$ cat src/logic/fabt_pkg.sv
package fabt_pkg;
	localparam int     CLK_PERIOD_NS    = 10;
	localparam longint CLK_HZ           = 64'd100000000;
	localparam int     ADDR_W           = 22;
	localparam int     DATA_W           = 16;
	localparam int     PAGE_BITS        = 3;
	localparam int     STATUS_READY_BIT = 7;
	localparam int     TMR_W            = 16;
	localparam int     TO_W             = 40;

	localparam int T_WP_NS        = 60;
	localparam int T_WPH_NS       = 30;
	localparam int T_PHWL_NS      = 150;
	localparam int T_WHGL_NS      = 30;
	localparam int T_ACC_NS       = 85;
	localparam int T_STS_EXTRA_NS = 40;
	localparam int T_QRY_EXTRA_NS = 100;
	localparam int T_PAGE_NS      = 35;
	localparam int T_HIZ_NS       = 20;
	localparam int T_PLPH_NS      = 100;
	localparam int T_VPH_NS       = 100;
	localparam int T_WHRL_NS      = 100;
	localparam int T_WORD_PROG_US = 200;
	localparam int T_PROG_SUSP_US = 10;
	localparam int T_ERAS_SUSP_US = 20;
	localparam int T_RST_ABORT_US = 22;
	localparam int RESUME_TO_SUSPEND_GAP_US      = 500;
	localparam int T_PARAM_ERASE_S = 4;
	localparam int T_MAIN_ERASE_S  = 5;
	localparam int T_CHIP_ERASE_S  = 700;

	// least times round up to whole cycles
	function automatic int ns2cyc(input int ns);
		return (ns + CLK_PERIOD_NS - 1) / CLK_PERIOD_NS;
	endfunction

	localparam int C_WP        = ns2cyc(T_WP_NS);
	localparam int C_WPH       = ns2cyc(T_WPH_NS);
	localparam int C_WHGL      = ns2cyc(T_WHGL_NS);
	localparam int C_WR_GAP    = (C_WPH > C_WHGL) ? C_WPH : C_WHGL;
	localparam int C_PHWL      = ns2cyc(T_PHWL_NS);
	localparam int C_ACC       = ns2cyc(T_ACC_NS);
	localparam int C_STS       = ns2cyc(T_ACC_NS + T_STS_EXTRA_NS);
	localparam int C_QRY       = ns2cyc(T_ACC_NS + T_QRY_EXTRA_NS);
	localparam int C_PAGE      = ns2cyc(T_PAGE_NS);
	localparam int C_HIZ       = ns2cyc(T_HIZ_NS);
	localparam int C_PLPH      = ns2cyc(T_PLPH_NS);
	localparam int C_VPH       = ns2cyc(T_VPH_NS);
	localparam int C_WHRL      = ns2cyc(T_WHRL_NS);
	localparam int C_PROG_SUSP = ns2cyc(T_PROG_SUSP_US * 1000);
	localparam int C_ERAS_SUSP = ns2cyc(T_ERAS_SUSP_US * 1000);
	localparam int C_RST_ABORT = ns2cyc(T_RST_ABORT_US * 1000);
	localparam int C_WORD_PROG = ns2cyc(T_WORD_PROG_US * 1000);
	localparam int C_ERES      = ns2cyc(RESUME_TO_SUSPEND_GAP_US * 1000);
	localparam longint C_PARAM_ERASE = T_PARAM_ERASE_S * CLK_HZ;
	localparam longint C_MAIN_ERASE  = T_MAIN_ERASE_S * CLK_HZ;
	localparam longint C_CHIP_ERASE  = T_CHIP_ERASE_S * CLK_HZ;

	typedef enum logic [1:0] {OP_READ, OP_WRITE, OP_WAIT, OP_RESET} fabt_op_e;
	typedef enum logic [2:0] {
		CL_WORD_PROG, CL_PARAM_ERASE, CL_MAIN_ERASE, CL_CHIP_ERASE,
		CL_PROG_SUSP, CL_ERAS_SUSP, CL_SHORT
	} fabt_class_e;

	typedef struct packed {
		fabt_op_e            op;
		logic [ADDR_W-1:0]   addr;
		logic [DATA_W-1:0]   wdata;
		logic                ce_ctrl;
		logic                query;
		fabt_class_e         cls;
		logic                resume;
		logic                suspend;
	} fabt_req_s;
endpackage

$ cat src/logic/fabt_tmr_if.sv
`timescale 1ns/1ns
`default_nettype none
interface fabt_tmr_if;
	logic                       load;
	logic [fabt_pkg::TMR_W-1:0] value;
	logic                       expired;
	modport ctrl (output load, output value, input expired);
	modport tmr  (input load, input value, output expired);
endinterface
`default_nettype wire

$ cat src/logic/fabt_timer.sv
`timescale 1ns/1ns
`default_nettype none
module fabt_timer import fabt_pkg::*; (
	input  wire logic clk,
	input  wire logic rst_n,
	fabt_tmr_if.tmr   t
);
	logic [TMR_W-1:0] cnt_q;
	logic [TMR_W-1:0] cnt_d;
	logic             exp_q;
	logic             exp_d;

	// expired rises exactly value edges after the load edge
	always_comb begin
		cnt_d = cnt_q;
		exp_d = exp_q;
		if (t.load) begin
			cnt_d = t.value;
			exp_d = (t.value == '0);
		end else begin
			if (cnt_q != '0)
				cnt_d = cnt_q - 1'b1;
			exp_d = (cnt_q <= TMR_W'(1));
		end
	end

	// reset preloads the power-up hold so the flash reset stays low after release
	always_ff @(posedge clk) begin
		if (!rst_n) begin
			cnt_q <= TMR_W'(C_VPH);
			exp_q <= 1'b0;
		end else begin
			cnt_q <= cnt_d;
			exp_q <= exp_d;
		end
	end

	assign t.expired = exp_q;
endmodule
`default_nettype wire

$ cat src/logic/fabt_host.sv
`timescale 1ns/1ns
`default_nettype none
module fabt_host import fabt_pkg::*; #(
	parameter logic [TO_W-1:0]  WORD_PROG_CYC   = TO_W'(C_WORD_PROG),
	parameter logic [TO_W-1:0]  PARAM_ERASE_CYC = TO_W'(C_PARAM_ERASE),
	parameter logic [TO_W-1:0]  MAIN_ERASE_CYC  = TO_W'(C_MAIN_ERASE),
	parameter logic [TO_W-1:0]  CHIP_ERASE_CYC  = TO_W'(C_CHIP_ERASE),
	parameter logic [TMR_W-1:0] RESUME_GAP_CYC  = TMR_W'(C_ERES)
) (
	input  wire logic              clk,
	input  wire logic              rst_n,
	input  wire logic              req_valid,
	input  wire logic [1:0]        req_op,
	input  wire logic [ADDR_W-1:0] req_addr,
	input  wire logic [DATA_W-1:0] req_wdata,
	input  wire logic              req_ce_ctrl,
	input  wire logic              req_query,
	input  wire logic [2:0]        req_class,
	input  wire logic              req_resume,
	input  wire logic              req_suspend,
	output logic                   req_ready,
	output logic                   resp_valid,
	output logic [DATA_W-1:0]      resp_data,
	output logic                   resp_timeout,
	output logic                   flash_ce_n,
	output logic                   flash_we_n,
	output logic                   flash_oe_n,
	output logic                   flash_rst_n,
	output logic [ADDR_W-1:0]      flash_addr,
	output logic [DATA_W-1:0]      flash_dq_o,
	output logic                   flash_dq_oe,
	input  wire logic [DATA_W-1:0] flash_dq_i,
	input  wire logic              flash_ready_busy_od
);
	typedef enum logic [3:0] {
		ST_IDLE, ST_DISPATCH, ST_CLOSE, ST_RD_ACC, ST_WR_SETUP, ST_WR_PULSE,
		ST_WR_RISE, ST_WR_GAP, ST_WT_DELAY, ST_WT_ACC, ST_WT_CLOSE,
		ST_RS_LOW, ST_RS_ABORT, ST_RECOV
	} fabt_state_e;

	fabt_tmr_if tmr ();

	fabt_timer u_timer (
		.clk   (clk),
		.rst_n (rst_n),
		.t     (tmr.tmr)
	);

	fabt_state_e       state_q, state_d;
	fabt_req_s         pend_q, pend_d;
	logic              pend_v_q, pend_v_d;
	logic              page_q, page_d;
	logic              ce_n_q, ce_n_d;
	logic              we_n_q, we_n_d;
	logic              oe_n_q, oe_n_d;
	logic              frst_n_q, frst_n_d;
	logic [ADDR_W-1:0] addr_q, addr_d;
	logic [DATA_W-1:0] dqo_q, dqo_d;
	logic              dqoe_q, dqoe_d;
	logic              ready_q, ready_d;
	logic              rvalid_q, rvalid_d;
	logic [DATA_W-1:0] rdata_q, rdata_d;
	logic              rto_q, rto_d;
	logic [TO_W-1:0]   to_q, to_d;
	logic [TMR_W-1:0]  gap_q, gap_d;
	logic              tmr_load;
	logic [TMR_W-1:0]  tmr_val;

	assign tmr.load  = tmr_load;
	assign tmr.value = tmr_val;

	// page hit: only the low page bits differ
	function automatic logic page_hit(input logic [ADDR_W-1:0] a, input logic [ADDR_W-1:0] b);
		return a[ADDR_W-1:PAGE_BITS] == b[ADDR_W-1:PAGE_BITS];
	endfunction

	function automatic logic [TO_W-1:0] class_limit(input fabt_class_e c);
		case (c)
			CL_WORD_PROG:   return WORD_PROG_CYC;
			CL_PARAM_ERASE: return PARAM_ERASE_CYC;
			CL_MAIN_ERASE:  return MAIN_ERASE_CYC;
			CL_CHIP_ERASE:  return CHIP_ERASE_CYC;
			CL_PROG_SUSP:   return TO_W'(C_PROG_SUSP);
			CL_ERAS_SUSP:   return TO_W'(C_ERAS_SUSP);
			default:        return TO_W'(C_WHRL);
		endcase
	endfunction

	always_comb begin
		state_d  = state_q;
		pend_d   = pend_q;
		pend_v_d = pend_v_q;
		page_d   = page_q;
		ce_n_d   = ce_n_q;
		we_n_d   = we_n_q;
		oe_n_d   = oe_n_q;
		frst_n_d = frst_n_q;
		addr_d   = addr_q;
		dqo_d    = dqo_q;
		dqoe_d   = dqoe_q;
		rvalid_d = 1'b0;
		rdata_d  = rdata_q;
		rto_d    = rto_q;
		to_d     = (to_q != '0) ? to_q - 1'b1 : to_q;
		gap_d    = (gap_q != '0) ? gap_q - 1'b1 : gap_q;
		tmr_load = 1'b0;
		tmr_val  = '0;
		case (state_q)
			ST_IDLE: begin
				if (req_valid && ready_q) begin
					pend_d.op      = fabt_op_e'(req_op);
					pend_d.addr    = req_addr;
					pend_d.wdata   = req_wdata;
					pend_d.ce_ctrl = req_ce_ctrl;
					pend_d.query   = req_query;
					pend_d.cls     = fabt_class_e'(req_class);
					pend_d.resume  = req_resume;
					pend_d.suspend = req_suspend;
					pend_v_d       = 1'b1;
					state_d        = ST_DISPATCH;
				end
			end
			ST_DISPATCH: begin
				if (pend_q.op == OP_READ && page_q && page_hit(pend_q.addr, addr_q)) begin
					// page stays open, only the low address bits move
					addr_d   = pend_q.addr;
					tmr_load = 1'b1;
					tmr_val  = TMR_W'(C_PAGE);
					state_d  = ST_RD_ACC;
				end else if (page_q) begin
					ce_n_d   = 1'b1;
					oe_n_d   = 1'b1;
					page_d   = 1'b0;
					tmr_load = 1'b1;
					tmr_val  = TMR_W'(C_HIZ);
					state_d  = ST_CLOSE;
				end else if (pend_q.op == OP_READ) begin
					addr_d   = pend_q.addr;
					we_n_d   = 1'b1;
					ce_n_d   = 1'b0;
					oe_n_d   = 1'b0;
					tmr_load = 1'b1;
					tmr_val  = TMR_W'(C_ACC);
					state_d  = ST_RD_ACC;
				end else if (pend_q.op == OP_WRITE) begin
					// a suspend too soon after a resume can starve the erase
					if (!(pend_q.suspend && gap_q != '0)) begin
						addr_d  = pend_q.addr;
						dqo_d   = pend_q.wdata;
						dqoe_d  = 1'b1;
						// non-controlling strobe falls first, setup of zero is allowed
						if (pend_q.ce_ctrl)
							we_n_d = 1'b0;
						else
							ce_n_d = 1'b0;
						state_d = ST_WR_SETUP;
					end
				end else if (pend_q.op == OP_WAIT) begin
					to_d     = class_limit(pend_q.cls);
					tmr_load = 1'b1;
					tmr_val  = pend_q.query ? TMR_W'(C_QRY) : TMR_W'(C_STS);
					state_d  = ST_WT_DELAY;
				end else begin
					frst_n_d = 1'b0;
					tmr_load = 1'b1;
					tmr_val  = TMR_W'(C_PLPH);
					state_d  = ST_RS_LOW;
				end
			end
			ST_CLOSE: begin
				if (tmr.expired)
					state_d = pend_v_q ? ST_DISPATCH : ST_IDLE;
			end
			ST_RD_ACC: begin
				if (tmr.expired) begin
					rdata_d  = flash_dq_i;
					rto_d    = 1'b0;
					rvalid_d = 1'b1;
					page_d   = 1'b1;
					pend_v_d = 1'b0;
					state_d  = ST_IDLE;
				end
			end
			ST_WR_SETUP: begin
				ce_n_d   = 1'b0;
				we_n_d   = 1'b0;
				tmr_load = 1'b1;
				tmr_val  = TMR_W'(C_WP);
				state_d  = ST_WR_PULSE;
			end
			ST_WR_PULSE: begin
				if (tmr.expired) begin
					// controlling strobe rises first and ends the pulse
					if (pend_q.ce_ctrl)
						ce_n_d = 1'b1;
					else
						we_n_d = 1'b1;
					state_d = ST_WR_RISE;
				end
			end
			ST_WR_RISE: begin
				ce_n_d   = 1'b1;
				we_n_d   = 1'b1;
				dqoe_d   = 1'b0;
				tmr_load = 1'b1;
				tmr_val  = TMR_W'(C_WR_GAP);
				if (pend_q.resume)
					gap_d = RESUME_GAP_CYC;
				state_d  = ST_WR_GAP;
			end
			ST_WR_GAP: begin
				if (tmr.expired) begin
					rdata_d  = '0;
					rto_d    = 1'b0;
					rvalid_d = 1'b1;
					pend_v_d = 1'b0;
					state_d  = ST_IDLE;
				end
			end
			ST_WT_DELAY: begin
				if (tmr.expired) begin
					addr_d   = pend_q.addr;
					ce_n_d   = 1'b0;
					oe_n_d   = 1'b0;
					tmr_load = 1'b1;
					tmr_val  = TMR_W'(C_ACC);
					state_d  = ST_WT_ACC;
				end
			end
			ST_WT_ACC: begin
				if (tmr.expired) begin
					rdata_d  = flash_dq_i;
					ce_n_d   = 1'b1;
					oe_n_d   = 1'b1;
					tmr_load = 1'b1;
					tmr_val  = TMR_W'(C_HIZ);
					if (flash_dq_i[STATUS_READY_BIT]) begin
						rto_d    = 1'b0;
						rvalid_d = 1'b1;
						pend_v_d = 1'b0;
						state_d  = ST_CLOSE;
					end else begin
						state_d  = ST_WT_CLOSE;
					end
				end
			end
			ST_WT_CLOSE: begin
				if (tmr.expired) begin
					if (to_q == '0) begin
						rto_d    = 1'b1;
						rvalid_d = 1'b1;
						pend_v_d = 1'b0;
						state_d  = ST_IDLE;
					end else begin
						ce_n_d   = 1'b0;
						oe_n_d   = 1'b0;
						tmr_load = 1'b1;
						tmr_val  = TMR_W'(C_ACC);
						state_d  = ST_WT_ACC;
					end
				end
			end
			ST_RS_LOW: begin
				if (tmr.expired) begin
					// a pin still held low means an abort is running inside
					if (!flash_ready_busy_od) begin
						tmr_load = 1'b1;
						tmr_val  = TMR_W'(C_RST_ABORT);
						state_d  = ST_RS_ABORT;
					end else begin
						frst_n_d = 1'b1;
						tmr_load = 1'b1;
						tmr_val  = TMR_W'(C_PHWL);
						state_d  = ST_RECOV;
					end
				end
			end
			ST_RS_ABORT: begin
				if (tmr.expired || flash_ready_busy_od) begin
					frst_n_d = 1'b1;
					tmr_load = 1'b1;
					tmr_val  = TMR_W'(C_PHWL);
					state_d  = ST_RECOV;
				end
			end
			ST_RECOV: begin
				if (tmr.expired) begin
					if (pend_v_q) begin
						rdata_d  = '0;
						rto_d    = 1'b0;
						rvalid_d = 1'b1;
					end
					pend_v_d = 1'b0;
					state_d  = ST_IDLE;
				end
			end
			default: state_d = ST_IDLE;
		endcase
		ready_d = (state_d == ST_IDLE);
	end

	// power-up enters the reset-low state with the flash reset low for the preloaded hold
	always_ff @(posedge clk) begin
		if (!rst_n) begin
			state_q  <= ST_RS_LOW;
			pend_q   <= '0;
			pend_v_q <= 1'b0;
			page_q   <= 1'b0;
			ce_n_q   <= 1'b1;
			we_n_q   <= 1'b1;
			oe_n_q   <= 1'b1;
			frst_n_q <= 1'b0;
			addr_q   <= '0;
			dqo_q    <= '0;
			dqoe_q   <= 1'b0;
			ready_q  <= 1'b0;
			rvalid_q <= 1'b0;
			rdata_q  <= '0;
			rto_q    <= 1'b0;
			to_q     <= '0;
			gap_q    <= '0;
		end else begin
			state_q  <= state_d;
			pend_q   <= pend_d;
			pend_v_q <= pend_v_d;
			page_q   <= page_d;
			ce_n_q   <= ce_n_d;
			we_n_q   <= we_n_d;
			oe_n_q   <= oe_n_d;
			frst_n_q <= frst_n_d;
			addr_q   <= addr_d;
			dqo_q    <= dqo_d;
			dqoe_q   <= dqoe_d;
			ready_q  <= ready_d;
			rvalid_q <= rvalid_d;
			rdata_q  <= rdata_d;
			rto_q    <= rto_d;
			to_q     <= to_d;
			gap_q    <= gap_d;
		end
	end

	assign req_ready    = ready_q;
	assign resp_valid   = rvalid_q;
	assign resp_data    = rdata_q;
	assign resp_timeout = rto_q;
	assign flash_ce_n   = ce_n_q;
	assign flash_we_n   = we_n_q;
	assign flash_oe_n   = oe_n_q;
	assign flash_rst_n  = frst_n_q;
	assign flash_addr   = addr_q;
	assign flash_dq_o   = dqo_q;
	assign flash_dq_oe  = dqoe_q;
endmodule
`default_nettype wire

$ cat config.mk
export PLATFORM = sky130hd
export DESIGN_NAME = fabt_host
export DESIGN_NICKNAME = d
export VERILOG_FILES = /design/src/logic/fabt_pkg.sv /design/src/logic/fabt_tmr_if.sv /design/src/logic/fabt_timer.sv /design/src/logic/fabt_host.sv
export SDC_FILE = /design/constraint.sdc
export NUM_CORES = 1
export LEC_CHECK = 0
export BUFFER_PORTS_ARGS = -buffer_cell sky130_fd_sc_hd__buf_2
export CAP_MARGIN = 20
export CORE_ASPECT_RATIO = 2
export CORE_MARGIN = 4
export CORE_UTILIZATION = 52
export DETAILED_ROUTE_END_ITERATION = 8
export PLACE_DENSITY = 0.77
export REMOVE_ABC_BUFFERS = 1
export SETUP_SLACK_MARGIN = 0.5
export SLEW_MARGIN = 20
export SYNTH_ARGS = -nofsm -noshare
export SYNTH_HDL_FRONTEND = slang
export SYNTH_SLANG_ARGS = --single-unit
$ cat constraint.sdc
create_clock -name clk -period 2.8 [get_ports clk]
set_input_delay 0.84 -clock clk [delete_from_list [all_inputs] [get_ports clk]]
set_output_delay 0.84 -clock clk [all_outputs]
set_load 0.02 [all_outputs]
==> summary.txt, run 1 <==
first-pass GRT wire length - 42,300 µm
CP Depth - 7
most frequent cells in the layout - 224 x nand2_1, 180 x dfxtp_1, 134 x a21oi_1
PwrDens - 1070 mW/mm²
Setup TNS Final - 0 ns
final antenna-violating net count - 0
FILL cells - 1,350
Final Util - 67.2%
Die ar. - 0.0192 mm²
largest net degree at the start of global routing - 71
Post-Syn Area - 0.00879 mm²
Sw Pwr - 4.78 mW
H-tree depth - 4
final hold vios - 0
Max IR drop VDD - 0.951 mV
setup ws final - 0.107 ns
commonest non-fill, non-tap cell in the layout - nand2_1
initial antenna violation count - 1
maximum clock frequency - 371 MHz
share of cells above drive strength 1 - 24.7%
total overflow reported by the global router - 0
clock sinks - 188
YS warnings - 0
Clock Latency Late Sink - 0.44 ns
WL/cell - 17.8 µm
Worst Path Arrival - 3.07 ns
Seq/Total Area, Yosys - 42.8%
cts bufs inserted - 17
Synth Register Bits - 188
minimum clock period - 2.69 ns
synth unique cells - 68
status - finished clean
Placed Cells - 1,449
Avg Cell Area, Syn - 7.90 µm²
Final Cycle Share - 96.2%
Max Cap Viol - 0
CTS max path bufs - 2
Finished Layout Cells - 1,501
R2R Setup Slk - 0.11 ns
CP Max Fanout - 9
number of synthesized flops with an enable pin - 0
Reg2Reg Depth - 7
Post-synth ARST share - 0%
Static Leakage - 4.49 nW
vias in the first global route - 8,606
via count - 8,826
vias per cell - 5.88
critical-path cell list - or4_4 > or4_4 > or4_4 > a211oi_4 > buf_6 > and3_1 > o41a_1
gpl congestion - 0.980
die height - 192 µm
CTS tree - done
Worst Hold Class - flop to flop
CP max-delay cell - or4_4
Die W - 99.9 µm
Worst setup SP type - flop
Total GRT Usage - 27.7%
total iterations of the first detailed-routing run - 5
total power - 12.0 mW
Layout area overhead - 27.5%
Starting Density - 52.7%
clock share of power - 19.6%
number of DRC markers in iteration 0 - 586
final WL - 26,800 µm
Post-Syn Instances - 1,112
combinational group share of total power - 50.8%
WP buf/inv - 1
fin. max-slew vios - 0
Place WS - -0.0174 ns
Synth area leaders - dfxtp_1 43%, nand2_1 9.7%, a21oi_1 7.9%
cell mode on critical path - or4_4
Clock transition at path regs - 0.07 ns
I/O Buffers - 128
Reg-to-Reg Start - to_q[12]
Final HPWL DP - 18,300 µm
Sequential Power Share - 29.7%
Post-DP Area - 0.0100 mm²
transition time of the tightest slew-check pin - 0.790 ns
RSZ-0062 raised after global routing - true
switching share of power - 39.9%
top-area cell type share of the netlist area - 42.8%
drt drc - 0
Critical Path RT - 3.18 ns
critical path capture point - u_timer.cnt_q[2]
crit end category - flop
Final nets - 1,352
Setup CP Type - flop to flop
Clock Skews - 0.0120 ns
reg2reg end - u_timer.cnt_q[2]
io pins - 129
P_int - 7.20 mW
Yosys top cell by area - dfxtp_1
row cnt - 67
Hold Slack - 0.452 ns
delay-heaviest family, CP - simple AND/OR/NAND/NOR gates
Final Setup Violations - 0
Final Instance Area - 0.0112 mm²
max incr delay on CP - 0.56 ns
CP startpoint - to_q[12]
Clock Root Buffer - clkbuf_16
relative slew slack - 46.9%
top_reg_cell synth - dfxtp_1
CORE AREA - 0.0167 mm²
-- worst min path at each step --
stage / to / startpoint / slack (ns) / cells after the start
3_5_place_dp: resp_data[8] / resp_data[8] / 0.44 / 2
5_1_grt: flash_dq_o[7] / pend_q[14] / 0.47 / 2
3_3_place_gp: flash_dq_o[0] / pend_q[7] / 0.44 / 2
2_1_floorplan: flash_dq_o[0] / pend_q[7] / 0.43 / 2
4_1_cts: resp_data[3] / resp_data[3] / 0.45 / 2
6_report: resp_data[3] / resp_data[3] / 0.45 / 2
-- cell usage after synthesis (all sizes together) (15+ instances only) --
library cell / number
nor3: 30
nor2b: 15
xor2: 22
nand3: 36
or4: 15
mux2i: 26
nor4: 26
or3: 18
a21oi: 138
xnor2: 52
clkbuf: 61
dfxtp: 188
o21ai: 40
nand2: 228
nor2: 76
-- layout make-up --
class / count / area, µm² / area share, %
Antenna cell: 1 / 2.50 / 0.0223
Clock buffer: 23 / 478 / 4.26
Clock inverter: 8 / 83.8 / 0.748
Inverter: 15 / 56.3 / 0.502
Multi-Input combinational cell: 841 / 5040 / 45.0
Sequential cell: 188 / 3780 / 33.7
Tap cell: 207 / 259 / 2.31
Timing Repair Buffer: 218 / 1510 / 13.5
-- repair_timing --
| action | in CTS | in global routing |
|---|---|---|
| setup endpoints to repair | 117 | 113 |
| hold buffers | 0 | 0 |
| setup buffers | 7 | 10 |
| pin swaps | 15 | 18 |
| gates resized for setup | 62 | 36 |
| cloned | 3 | 0 |
-- tightest hold or removal path: stages, from the launching register on --
cell and delay [ns]:
dfxtp_1 0.31, nand2_1 0.05, a21oi_1 0.05
-- per-layer routing --
metal | vias to the layer above | part of all wire (%) | global-route usage (%)
met5 | - | 0 | 0
met4 | 0 | 6.0 | 18.1
met3 | 104 | 4.8 | 5.63
met2 | 326 | 54 | 51.1
met1 | 4183 | 35 | 27.2
li1 | 4213 | - | -
-- cell families (layout without fill, tap and decap cells) --
kind of cell	after synthesis	after routing	synth area share [%]
simple gates	498	498	26.8
compound gates	239	239	15.9
flops	188	188	42.8
buf+inv	83	264	3.59
xor+xnor	74	74	7.37
mux	26	26	2.96
fa+ha+maj	4	4	0.569
other cells	0	1	0
-- flip-flops by register name (all words and copies together), names as in the netlist, 4 cells and up --
signal,flops
flash_addr,22
flash_dq_o,16
gap_q,16
pend_q,47
resp_data,16
state_q,4
to_q,40
u_timer.cnt_q,16
-- power groups by stage --
| stage | Sequential, mW | Clock (mW) | Combinational [mW] |
|---|---|---|---|
| global route | 3.61 | 2.46 | 6.47 |
| global placement | 3.51 | 0 | 4.22 |
| floorplan | 3.46 | 0 | 2.75 |
| finish | 3.55 | 2.34 | 6.08 |
| CTS | 3.51 | 2.35 | 5.32 |
| detailed placement | 3.53 | 0 | 4.29 |
Power figures use the tool's default switching activity.
==> run 2, diff against run 1 <==
- CORE_ASPECT_RATIO: 2 -> 0.7
==> summary.txt, run 2 (same netlist as run 1, synthesis figures left out) <==
Final HPWL DP - 16,200 µm
Clock Latency Late Sink - 0.44 ns
Final Setup Violations - 0
number of DRC markers in iteration 0 - 810
H-tree depth - 4
Static Leakage - 4.52 nW
vias per cell - 5.72
io pins - 129
Die W - 163 µm
Max Cap Viol - 0
Die ar. - 0.0191 mm²
via count - 8,671
maximum clock frequency - 370 MHz
final hold vios - 0
clock sinks - 188
Layout area overhead - 29.0%
final WL - 25,500 µm
# hold bufs at CTS - 0
Final nets - 1,349
Critical Path RT - 3.18 ns
transition time of the tightest slew-check pin - 0.787 ns
Final Cycle Share - 96.5%
crit end category - flop
I/O Buffers - 128
die height - 117 µm
fin. max-slew vios - 0
drt drc - 0
PwrDens - 1090 mW/mm²
Worst setup SP type - flop
Clock Skews - 0.0143 ns
Worst Hold Class - flop to flop
critical-path cell list - or4_4 > or3_4 > or4_4 > a211oi_4 > buf_6 > and3_4 > o41a_1
CTS max path bufs - 2
Clock Root Buffer - clkbuf_16
max incr delay on CP - 0.59 ns
footprint of the multi-input gates - 0.00507 mm²
WL/cell - 16.8 µm
first-pass GRT wire length - 39,500 µm
Max IR drop VDD - 0.879 mV
share of cells above drive strength 1 - 25.3%
cell mode on critical path - or4_4
Most flops, register - pend_q
CP Max Fanout - 8
Clock transition at path regs - 0.07 ns
Setup CP Type - flop to flop
Setup TNS Final - 0 ns
CORE AREA - 0.0164 mm²
RSZ-0062 raised after global routing - true
cts bufs inserted - 17
most frequent cells in the layout - 223 x nand2_1, 178 x dfxtp_1, 135 x a21oi_1
Worst Path Arrival - 3.08 ns
Starting Density - 53.5%
CTS tree - done
Total GRT Usage - 25.5%
gpl congestion - 0.961
initial antenna violation count - 2
total iterations of the first detailed-routing run - 5
minimum clock period - 2.70 ns
status - finished clean
row cnt - 39
CP max-delay cell - or4_4
FILL cells - 1,285
final antenna-violating net count - 0
Hold Slack - 0.452 ns
largest net degree at the start of global routing - 71
relative slew slack - 47.1%
commonest non-fill, non-tap cell in the layout - nand2_1
vias in the first global route - 8,042
sequential cell area - 0.00378 mm²
Largest register FFs - 47
total overflow reported by the global router - 0
run 2: cell count changes in the layout (fill, tap and decap cells not counted), sizes merged:
cell	change
inv	+5
bufinv	+1
buf	-3
clkinvlp	-2
clkinv	+2
clkbuf	-5
run 2: worst max-delay path, delay by kind of cell, from the launching register on:
kind / cells / cell delay, ns
AOI/OAI and AO/OA: 2 / 0.37
DFF: 1 / 0.36
buffers and inverters: 1 / 0.17
and+or+nand+nor: 4 / 1.75
run 2: power breakdown:
part	internal, mW	total (mW)	switching (mW)
Sequential	3.09	3.53	0.432
Clock	1.40	2.57	1.17
Combinational	2.94	6.31	3.37
Total	7.43	12.4	4.98
run 2: metal layers:
layer | vias to the layer above | part of all wire (%) | track usage, %
met5 | - | 0.090 | 0
met4 | 4 | 2.2 | 7.82
met3 | 56 | 9.2 | 8.40
met2 | 352 | 44 | 40.0
met1 | 4055 | 44 | 34.0
li1 | 4204 | - | -
run 2: final timing paths:
kind | start | endpoint | slack, ns | depth (start not counted)
worst max-delay path | to_q[33] | u_timer.cnt_q[2] | 0.1 | 7
worst min-delay path | resp_data[8] | resp_data[8] | 0.45 | 2
worst max register to register | to_q[33] | u_timer.cnt_q[2] | 0.1 | 7
worst min register to register | resp_data[8] | resp_data[8] | 0.45 | 2
run 2: stage by stage:
| stage | area [µm²] | total power [mW] | cells | worst slack (ns) | utilization [%] |
|---|---|---|---|---|---|
| floorplan | 8530 | 6.22 | 1044 | -0.322 | - |
| global placement | 9940 | 7.59 | 1453 | -0.00249 | 60.5 |
| detailed placement | 9940 | 7.65 | 1453 | -0.0485 | 60.5 |
| CTS | 11100 | 11.3 | 1505 | 0.119 | 67.5 |
| global route | 11300 | 13.0 | 1516 | 0.0453 | 68.9 |
| finish | 11300 | 12.4 | 1517 | 0.0985 | 69.0 |
run 2: timing repair:
item	CTS	global route
gates resized for setup	64	50
buffers inserted	17	11
cloned	3	0
setup endpoints to repair	115	117
pin swaps	25	26
run 2: cell type report:
cell class,count,share of cell area [%]
Multi-Input combinational cell,841,44.7
Clock buffer,18,3.87
Sequential cell,188,33.3
Antenna cell,1,0.0221
Timing Repair Buffer,215,13.3
Tap cell,225,2.48
Inverter,15,0.496
Clock inverter,14,1.73
==> run 3, diff against run 2 <==
- ABC_AREA: not set -> 1
- BUFFER_PORTS_ARGS: -buffer_cell sky130_fd_sc_hd__buf_2 -> -buffer_cell sky130_fd_sc_hd__clkbuf_2
- CORE_UTILIZATION: 52 -> 36
- PLACE_DENSITY: 0.77 -> not set
==> summary.txt, run 3 <==
status - finished clean
RSZ-0062 raised after global routing - false
total iterations of the first detailed-routing run - 5
clock sinks - 188
share of cells above drive strength 1 - 14.9%
top_reg_cell synth - dfxtp_1
I/O Buffers - 128
relative slew slack - 56.1%
crit end category - flop
Avg Cell Area, Syn - 6.85 µm²
Post-Syn Instances - 1,404
Largest register FFs - 47
total overflow reported by the global router - 0
PwrDens - 923 mW/mm²
maximum clock frequency - 468 MHz
Worst setup SP type - flop
Final Cycle Share - 76.4%
final antenna-violating net count - 0
Critical Path RT - 3.13 ns
Clock transition at path regs - 0.07 ns
Worst Path Arrival - 2.47 ns
Static Leakage - 4.98 nW
row cnt - 49
vias per cell - 4.93
Clock Skews - 0.0115 ns
most frequent cells in the layout - 284 x nor2_1, 281 x nand2_1, 187 x dfxtp_1
Synth Register Bits - 188
Total GRT Usage - 18.5%
Post-synth ARST share - 0%
Clock Latency Late Sink - 0.44 ns
most frequent cell after synthesis - nor2_1
CP Max Fanout - 31
YS warnings - 0
CORE AREA - 0.0260 mm²
Starting Density - 37.0%
via count - 9,297
Placed Cells - 1,852
fin. max-slew vios - 0
top-area cell type share of the netlist area - 39.1%
final WL - 27,300 µm
Clock Root Buffer - clkbuf_16
final hold vios - 0
Layout area overhead - 15.9%
Seq/Total Area, Yosys - 39.1%
footprint of the multi-input gates - 0.00509 mm²
vias in the first global route - 8,533
drt drc - 0
initial antenna violation count - 0
Max IR drop VDD - 0.455 mV
Final HPWL DP - 20,100 µm
total power - 10.3 mW
# diodes - 0
Worst Hold Class - flop to flop
Most flops, register - pend_q
Yosys top cell by area - dfxtp_1
Final Setup Violations - 0
synth unique cells - 54
Hold Slack - 0.455 ns
CTS max path bufs - 2
Finished Layout Cells - 1,884
Final nets - 1,585
transition time of the tightest slew-check pin - 0.653 ns
die height - 145 µm
Post-Syn Area - 0.00962 mm²
number of synthesized flops with an enable pin - 0
sequential cell area - 0.00376 mm²
CTS tree - done
H-tree depth - 4
# hold bufs at CTS - 0
Die ar. - 0.0294 mm²
Synth area leaders - dfxtp_1 39%, nor2_1 11%, nand2_1 11%
first-pass GRT wire length - 44,400 µm
top cells by count, synth - 286 x nor2_1, 282 x nand2_1, 188 x dfxtp_1
io pins - 129
number of DRC markers in iteration 0 - 786
gpl congestion - 0.949
FILL cells - 2,807
Max Cap Viol - 0
Setup TNS Final - 0 ns
minimum clock period - 2.14 ns
Die W - 203 µm
commonest non-fill, non-tap cell in the layout - nor2_1
cts bufs inserted - 17
WL/cell - 14.5 µm
Setup CP Type - flop to flop
largest net degree at the start of global routing - 89
## run 3: changes by cell type after synthesis, moves of 26 or more
cell and change:
nor2_1 +210, inv_1 +98, nand2_1 +55, nand3_1 +48, o21ai_0 +47, clkbuf_1 -40
xnor2_1 -29, mux2i_1 -26
## run 3: final timing paths
path              start    endpoint  slack, ns  cells after the start
min reg2reg  pend_q[24]  pend_q[24]       0.45                      2
min          pend_q[24]  pend_q[24]       0.45                      2
max             to_q[0]     to_q[1]       0.66                     12
max reg2reg     to_q[0]     to_q[1]       0.66                     12
## run 3: per-layer routing
| layer | global-route usage, % | wire [µm] |
|---|---|---|
| met5 | 0 | 0 |
| met4 | 4.43 | 311 |
| met2 | 26.4 | 11000 |
| met1 | 28.4 | 14300 |
| met3 | 4.05 | 1700 |
## run 3: kinds of logic (layout without fill, tap and decap cells)
logic type      after synthesis  after routing  share of synthesized area [%]
fa+ha+maj                     4              4                          0.521
buf+inv                     173            296                           8.03
flops                       188            188                           39.1
simple gates                755            755                           34.5
compound gates              233            233                           13.2
xor+xnor                     51             51                           4.65
## run 3: layout make-up
cell class / count / area share (%)
Clock buffer: 19 / 3.89
Sequential cell: 188 / 33.8
Timing Repair Buffer: 141 / 6.91
Tap cell: 357 / 4.01
Clock inverter: 13 / 1.47
Multi-Input combinational cell: 1043 / 45.7
Inverter: 123 / 4.28
## run 3: per-stage QoR
step                      util (%)  instance area [µm²]  worst slack, ns
after floorplan                  -                 9320            0.598
after global placement        40.5                10500            0.591
after detailed placement      40.5                10500            0.540
after CTS                     42.8                11100            0.605
after global routing          42.9                11100            0.501
final                         42.9                11100            0.662
## run 3: power by group
group          switching (mW)  total, mW  internal (mW)
logic                    2.81       4.32           1.51
registers               0.392       3.46           3.06
clock network            1.10       2.51           1.41
## run 3: what timing repair did
| item | CTS | global route |
|---|---|---|
| endpoints found under the setup margin | 0 | 34 |
| resized for setup | 0 | 5 |
| buffers inserted | 0 | 0 |
## run 3: critical path: stages (launching register included)
cell and delay (ns):
dfxtp_1 0.33, inv_1 0.11, ha_1 0.25, nand2_2 0.17, nor2_4 0.20, nand2_1 0.08, nor2_2 0.14, nand2_2 0.10
buf_4 0.27, nand2_1 0.10, o21ai_1 0.05, o21ai_0 0.16, nor2_1 0.05
